## config.mk

```make
export PLATFORM = sky130hd
export DESIGN_NAME = idm_dma_command
export DESIGN_NICKNAME = d
export VERILOG_FILES = /design/src/idm_dma_command.v
export VERILOG_INCLUDE_DIRS = /design/src /design/src/src
export SDC_FILE = /design/constraint.sdc
export NUM_CORES = 1
export LEC_CHECK = 0
export ABC_AREA = 1
export BUFFER_PORTS_ARGS = -buffer_cell sky130_fd_sc_hd__buf_2
export CAP_MARGIN = 20
export CORE_ASPECT_RATIO = 1.2
export CORE_MARGIN = 4
export CORE_UTILIZATION = 38
export DETAILED_ROUTE_END_ITERATION = 12
export PLACE_DENSITY_LB_ADDON = 0.1
export SKIP_LAST_GASP = 1
export SLEW_MARGIN = 0
export SYNTH_ARGS = -nofsm -noshare
export SYNTH_HDL_FRONTEND = slang
export SYNTH_SLANG_ARGS = --single-unit
```

## constraint.sdc

```tcl
create_clock -name clk_sys -period 1.63 [get_ports clk_sys]
set_input_delay 0.326 -clock clk_sys [delete_from_list [all_inputs] [get_ports clk_sys]]
set_output_delay 0.326 -clock clk_sys [all_outputs]
set_load 0.02 [all_outputs]
```

## src/idm_dma_command_defines.vh

```
// Constants for the two-channel bus-master IDE command and status block.
// Assumes inclusion by bare name from the design file only.
`ifndef IDM_DMA_COMMAND_DEFINES_VH
`define IDM_DMA_COMMAND_DEFINES_VH

// Window size is 16 bytes, so the low 4 address bits pick a register
`define IDM_WIN_BITS 4
`define IDM_BASE_W 28

// Byte offsets inside the window
`define IDM_PRI_CMD_OFS 4'h0
`define IDM_PRI_STS_OFS 4'h2
`define IDM_SEC_CMD_OFS 4'h8
`define IDM_SEC_STS_OFS 4'hA

// Address bit that picks the channel, and bit that picks the dword in a channel
`define IDM_CH_SEL_BIT 3
`define IDM_DW_SEL_BIT 2

// Byte lanes of the command and status bytes inside their dword
`define IDM_CMD_LANE 0
`define IDM_STS_LANE 2

// Command register fields
`define IDM_CMD_RUN_BIT 0
`define IDM_CMD_DIR_BIT 3
`define IDM_CMD_RESET 8'h00

// Status register fields
`define IDM_STS_ACT_BIT 0
`define IDM_STS_ERR_BIT 1
`define IDM_STS_IRQ_BIT 2
`define IDM_STS_CAP0_BIT 5
`define IDM_STS_CAP1_BIT 6
`define IDM_STS_RESET 8'h00

`endif

```

## src/idm_dma_command.v

```verilog
// Command and status register logic of a two-channel bus-master IDE DMA engine.
// Assumes single-cycle I/O strobes on clk_sys, a base address held by the PCI
// configuration logic, and engine event pulses synchronous to clk_sys.
//
// What this block does
// - A 16-byte I/O window is decoded at the base given by the base address register.
// - Every register in the window accepts byte, word and dword accesses via byte enables.
// - Primary command sits at offset 00h and secondary at 08h, both resetting to zero.
// - Command bit 3 picks the direction, 0 for reads and 1 for writes.
// - Writing 1 to command bit 0 starts bus-master operation of that channel.
// - Data moves between drive and memory only while the run bit is 1.
// - Writing 0 to the run bit stops the engine, discards its state, and a new 1 starts afresh.
// - Clearing run while active and before the drive signals completion aborts the command.
// - The active flag sets on start and clears on last region, run clear or error.
// - The interrupt flag sets on a rising drive interrupt edge and clears by writing 1.
// - The error flag sets on a target or master abort and clears by writing 1.
`timescale 1ns/1ps
`include "idm_dma_command_defines.vh"

module idm_dma_command (
  input wire clk_sys,
  input wire arst_n,
  input wire clk_en,
  input wire io_space_en,
  input wire [`IDM_BASE_W-1:0] dma_io_base,
  input wire io_wr,
  input wire io_rd,
  input wire [31:0] io_addr,
  input wire [3:0] io_be,
  input wire [31:0] io_wdata,
  output reg [31:0] io_rdata,
  output reg io_ack,
  output wire io_hit,
  input wire [1:0] last_region_done,
  input wire [1:0] pci_abort,
  input wire [1:0] drive_irq,
  output wire [1:0] bus_master_run,
  output wire [1:0] transfer_direction,
  output wire [1:0] xfer_enable,
  output wire [1:0] start_pulse,
  output wire [1:0] abort_pulse,
  output wire [7:0] pri_ide_dma_status,
  output wire [7:0] sec_ide_dma_status
);

  // Window decode on the upper address bits against the programmed base
  function idm_hit;
    input [31:0] addr;
    input [`IDM_BASE_W-1:0] base;
    input en;
    begin
      idm_hit = en && (addr[31:`IDM_WIN_BITS] == base);
    end
  endfunction

  // Byte-lane write strobe for one channel's dword that holds command and status
  function idm_lane_wr;
    input [31:0] addr;
    input [3:0] be;
    input ch;
    input integer lane;
    begin
      idm_lane_wr = (addr[`IDM_CH_SEL_BIT] == ch) && !addr[`IDM_DW_SEL_BIT] && be[lane];
    end
  endfunction

  // Command byte as read back; reserved positions are tied low
  function [7:0] idm_cmd_byte;
    input dir;
    input run;
    begin
      idm_cmd_byte = 8'h00;
      idm_cmd_byte[`IDM_CMD_DIR_BIT] = dir;
      idm_cmd_byte[`IDM_CMD_RUN_BIT] = run;
    end
  endfunction

  // Status byte as read back; bits 7 and 4:3 are tied low
  function [7:0] idm_sts_byte;
    input [1:0] cap;
    input irq;
    input err;
    input act;
    begin
      idm_sts_byte = 8'h00;
      idm_sts_byte[`IDM_STS_CAP1_BIT] = cap[1];
      idm_sts_byte[`IDM_STS_CAP0_BIT] = cap[0];
      idm_sts_byte[`IDM_STS_IRQ_BIT] = irq;
      idm_sts_byte[`IDM_STS_ERR_BIT] = err;
      idm_sts_byte[`IDM_STS_ACT_BIT] = act;
    end
  endfunction

  // Reset images of both bytes, so each stored bit resets from its own field
  localparam [7:0] CMD_RST = `IDM_CMD_RESET;
  localparam [7:0] STS_RST = `IDM_STS_RESET;

  wire acc_wr;
  wire [7:0] cmd_wbyte;
  wire [7:0] sts_wbyte;
  wire [7:0] pri_cmd;
  wire [7:0] sec_cmd;

  assign io_hit = idm_hit(io_addr, dma_io_base, io_space_en) && (io_wr || io_rd);
  assign acc_wr = io_hit && io_wr && clk_en;
  assign cmd_wbyte = io_wdata[8*`IDM_CMD_LANE +: 8];
  assign sts_wbyte = io_wdata[8*`IDM_STS_LANE +: 8];

  genvar ch;
  generate
    for (ch = 0; ch < 2; ch = ch + 1) begin : chan
      reg run_reg;
      reg dir_reg;
      reg act_reg;
      reg err_reg;
      reg irq_reg;
      reg [1:0] cap_reg;
      reg irq_prev_reg;
      reg run_next;
      reg dir_next;
      reg act_next;
      reg err_next;
      reg irq_next;
      reg [1:0] cap_next;
      wire cmd_wr;
      wire sts_wr;
      wire start;
      wire stop;
      wire irq_edge;

      assign cmd_wr = acc_wr && idm_lane_wr(io_addr, io_be, (ch == 1), `IDM_CMD_LANE);
      assign sts_wr = acc_wr && idm_lane_wr(io_addr, io_be, (ch == 1), `IDM_STS_LANE);
      assign start = cmd_wr && cmd_wbyte[`IDM_CMD_RUN_BIT] && !run_reg;
      assign stop = cmd_wr && !cmd_wbyte[`IDM_CMD_RUN_BIT] && run_reg;
      // Inputs are synchronous, so one stage of history is enough for the edge
      assign irq_edge = drive_irq[ch] && !irq_prev_reg;

      always @* begin
        run_next = run_reg;
        dir_next = dir_reg;
        act_next = act_reg;
        err_next = err_reg;
        irq_next = irq_reg;
        cap_next = cap_reg;
        if (cmd_wr) begin
          // Only bits 3 and 0 are stored; other written bits are dropped
          run_next = cmd_wbyte[`IDM_CMD_RUN_BIT];
          // Direction is taken as written; software keeps it steady while active
          dir_next = cmd_wbyte[`IDM_CMD_DIR_BIT];
        end
        // Set wins over a write-1 clear in the same cycle
        if (sts_wr && sts_wbyte[`IDM_STS_ERR_BIT])
          err_next = 1'b0;
        if (pci_abort[ch] && act_reg)
          err_next = 1'b1;
        if (sts_wr && sts_wbyte[`IDM_STS_IRQ_BIT])
          irq_next = 1'b0;
        if (irq_edge)
          irq_next = 1'b1;
        if (sts_wr) begin
          cap_next[0] = sts_wbyte[`IDM_STS_CAP0_BIT];
          cap_next[1] = sts_wbyte[`IDM_STS_CAP1_BIT];
        end
        // A fresh start outranks a completion or error seen in the same cycle
        if (start)
          act_next = 1'b1;
        else if (stop || last_region_done[ch] || (pci_abort[ch] && act_reg))
          act_next = 1'b0;
      end

      always @(posedge clk_sys or negedge arst_n) begin
        if (!arst_n) begin
          run_reg <= CMD_RST[`IDM_CMD_RUN_BIT];
          dir_reg <= CMD_RST[`IDM_CMD_DIR_BIT];
          act_reg <= STS_RST[`IDM_STS_ACT_BIT];
          err_reg <= STS_RST[`IDM_STS_ERR_BIT];
          irq_reg <= STS_RST[`IDM_STS_IRQ_BIT];
          cap_reg <= {STS_RST[`IDM_STS_CAP1_BIT], STS_RST[`IDM_STS_CAP0_BIT]};
          irq_prev_reg <= 1'b0;
        end else if (clk_en) begin
          run_reg <= run_next;
          dir_reg <= dir_next;
          act_reg <= act_next;
          err_reg <= err_next;
          irq_reg <= irq_next;
          cap_reg <= cap_next;
          irq_prev_reg <= drive_irq[ch];
        end
      end

      assign bus_master_run[ch] = run_reg;
      assign transfer_direction[ch] = dir_reg;
      // Engine may move data only while run and active both hold
      assign xfer_enable[ch] = run_reg && act_reg;
      assign start_pulse[ch] = start;
      // Abort drops any buffered drive data; the engine discards it on this pulse
      assign abort_pulse[ch] = stop && act_reg && !irq_reg;
    end
  endgenerate

  assign pri_cmd = idm_cmd_byte(chan[0].dir_reg, chan[0].run_reg);
  assign sec_cmd = idm_cmd_byte(chan[1].dir_reg, chan[1].run_reg);
  assign pri_ide_dma_status = idm_sts_byte(chan[0].cap_reg, chan[0].irq_reg, chan[0].err_reg,
                                           chan[0].act_reg);
  assign sec_ide_dma_status = idm_sts_byte(chan[1].cap_reg, chan[1].irq_reg, chan[1].err_reg,
                                           chan[1].act_reg);

  // Reads return the whole dword; the master keeps the lanes it enabled
  always @(posedge clk_sys or negedge arst_n) begin
    if (!arst_n) begin
      io_rdata <= 32'h0000_0000;
      io_ack <= 1'b0;
    end else if (clk_en) begin
      io_ack <= io_hit;
      if (io_hit && io_rd) begin
        if (io_addr[`IDM_DW_SEL_BIT])
          io_rdata <= 32'h0000_0000;
        else if (io_addr[`IDM_CH_SEL_BIT])
          io_rdata <= {8'h00, sec_ide_dma_status, 8'h00, sec_cmd};
        else
          io_rdata <= {8'h00, pri_ide_dma_status, 8'h00, pri_cmd};
      end
    end
  end

endmodule

```

==> out/qor.yml <==
status:
  status: "complete, but fails checks"
  violations: "negative setup slack"
global_routing:
  grt_max_degree: 25
  grt_usage: 0.1676
  antenna_found_initial: 0
  grt_pass1_vias: 2439
  grt_pass1_wl_um: 10260
  grt_overflow: 0
timing:
  rsz0062_at_grt: "yes"
  hold_violations: 0
  fin_skew_ns: 0.001324
  finalMaxSlewViolations: 0
  min_period_ns: 2.075
  relSlewSlack: 0.6401
  setup_viol: 26
  fin_crit_sh: 1.273
  fin_ws_ns: -0.4452
  max_freq_mhz: 481.9
  worst_pin_slew_ns: 0.5398
  tns_ns: -4.273
setup_path:
  crit_arrival_ns: 1.75
  crit_path_end_kind: "output port"
  start_kind: "input pin"
  worst-setup-path-type: "input pin to output port"
  max_stage_delay_ns: 0.23
  r2r-start: "chan[0].run_reg"
  crit_start: "dma_io_base[3]"
  critical_path_required_ns: 1.30
  cp_slowest_cell: "nor3b_4"
  critPathMaxFanout: 3
  path_cells: "buf_2, xor2_1, nand3b_1, nor2_1, nand3_1, nor2_4, nand4_1, nor3b_4, buf_6"
placed_design:
  gp_congestion: 0.8573
  port_buffers: 106
  dp.cells: 583
  place_area_um2: 3129
  place_hpwl_um: 5503
die:
  start_util: 0.3931
  ios: 168
  row_count: 31
  die_w_um: 80.22
  dieArea_um2: 7594
  die-height_um: 94.67
  core-area_um2: 6051
clock_network:
  cts_tree: "done"
  numCtsBuffers: 3
  clockBufferDepth: 2
  clkTransAtPathRegs_ns: 0.09
  h-tree-depth: 1
  cts.sinks: 24
  clock_insertion_delay_worst_skew_ns: 0.27
  clk_root_buffer_cell: "clkbuf_8"
synth:
  ys_types: 31
  ys_ff_latch: 24
  syn_inst: 369
  yosysSeqAreaShare: 0.2525
  synth_warnings: 0
  synth_area_leaders: "dfrtp_1, nand2_1, buf_4"
  synth_common_cells: "nand2_1, inv_1, buf_4"
  synth.top_cell.area_share: 0.2525
  avgSynthCellArea_um2: 6.446
  async_flop_share: 1.000
  synthFlopType: "dfrtp_1"
  yosys.area.top_type: "dfrtp_1"
  syn-cell-area_um2: 2379
  synth_edf_count: 0
  synth.most_common_cell: "nand2_1"
detailed_routing:
  wl_per_cell_um: 10.94
  ant_nets: 0
  first_pass_iters: 4
  route.final.wire_length_um: 6529
  via_per_inst: 4.256
  first_iter_violations: 74
  vias: 2541
  post-route-drc-count: 0
layout:
  post-route-util: 0.5732
  nets: 624
  num-fill-cells: 630
  fin_cells: 597
  multiInputGateArea_um2: 1445
  largest_reg_flops: 7
  area_growth_pct: 45.82
  regArea_um2: 600.6
  diodes: 0
  drive_gt1_frac: 0.4117
  final_area_um2: 3468
min_path:
  hold_class: "input pin to async pin"
power:
  ir_drop_uv: 272.6
  p_leak_nw: 2.049
  p_per_area_nw_per_um2: 472.7
job:
  cap_violations: 0
[final cells by class]
class	instances	share of cell area
clock buffers	3	0.01190
clock inverters	1	0.008658
inverters	74	0.08081
multi-input cells	256	0.4167
flip-flops and latches	24	0.1732
well taps	82	0.02958
repair buffers	157	0.2792
[kinds of logic after synthesis]
kind of cell           synth area share
AO/OA/AOI/OAI                   0.08890
other                          0.001577
XOR/XNOR                        0.05155
AND/OR/NAND/NOR                  0.3446
flip-flops                       0.2525
buffers and inverters            0.2609
[layer usage]
layer | GRT usage | routed length (um)
met1 | 0.1915 | 2547
met2 | 0.3177 | 3384
met3 | 0.03149 | 536
met4 | 0.03803 | 62
met5 | 0 | 0
[stage by stage]
| step | setup slack, ns | power (mW) | hold slack, ns |
|---|---|---|---|
| CTS | -0.4452 | 1.632 | 0.05100 |
| global placement | -0.5104 | 1.090 | 0.3443 |
| global route | -0.5110 | 1.740 | 0.07214 |
| finish | -0.4452 | 1.639 | 0.02932 |
| detailed placement | -0.4900 | 1.095 | 0.3440 |
| floorplan | -0.2094 | 0.8998 | 0.03041 |
[layout by cell type, fill, tap and decap left out, types with 3 or more instances in the layout]
| master | count |
|---|---|
| nand4_1 | 11 |
| buf_2 | 99 |
| nand2_1 | 90 |
| inv_1 | 72 |
| nand3_4 | 3 |
| nor2_2 | 7 |
| o21ai_1 | 6 |
| nand2_2 | 8 |
| nor3_2 | 4 |
| o21ai_2 | 9 |
| nor2_4 | 5 |
| nand2_4 | 5 |
| xnor2_1 | 10 |
| buf_4 | 48 |
| conb_1 | 31 |
| o22ai_1 | 8 |
| o21ai_0 | 7 |
| a21oi_1 | 6 |
| nand3_1 | 4 |
| dfrtp_1 | 24 |
| clkbuf_8 | 3 |
| buf_6 | 10 |
| nor2_1 | 25 |
[critical path, delay by kind of cell]
kind | cells | cell delay (ns)
and+or+nand+nor | 6 | 1.03
buffers and inverters | 2 | 0.24
xor gates and xnor gates | 1 | 0.16
[power by group]
group | leakage [nW] | switching (mW) | total (mW) | internal [mW]
logic | 1.76 | 0.283 | 0.516 | 0.232
registers | 0.253 | 0.00115 | 0.600 | 0.599
clock network | 0.0357 | 0.195 | 0.523 | 0.328
[worst paths after layout]
| kind | slack [ns] | endpoint | cells after the start |
|---|---|---|---|
| min in group clk_sys | 0.28 | chan[1].irq_prev_reg | 3 |
| hold / removal | 0.03 | io_rdata[3] | 1 |
| setup reg to reg | 0.47 | chan[0].act_reg | 7 |
| hold reg to reg | 0.49 | io_ack | 2 |
| max in group asynchronous | 1.24 | chan[0].err_reg | 1 |
| setup / recovery | -0.45 | abort_pulse[0] | 9 |
[repair_timing]
item	4_1_cts	5_1_grt
setup buffers	6	3
endpoints found under the setup margin	15	26
hold buffers	0	0
resized for setup	11	40
gates cloned	1	0
pin swaps	10	11
(Power assumes the default switching activity.)
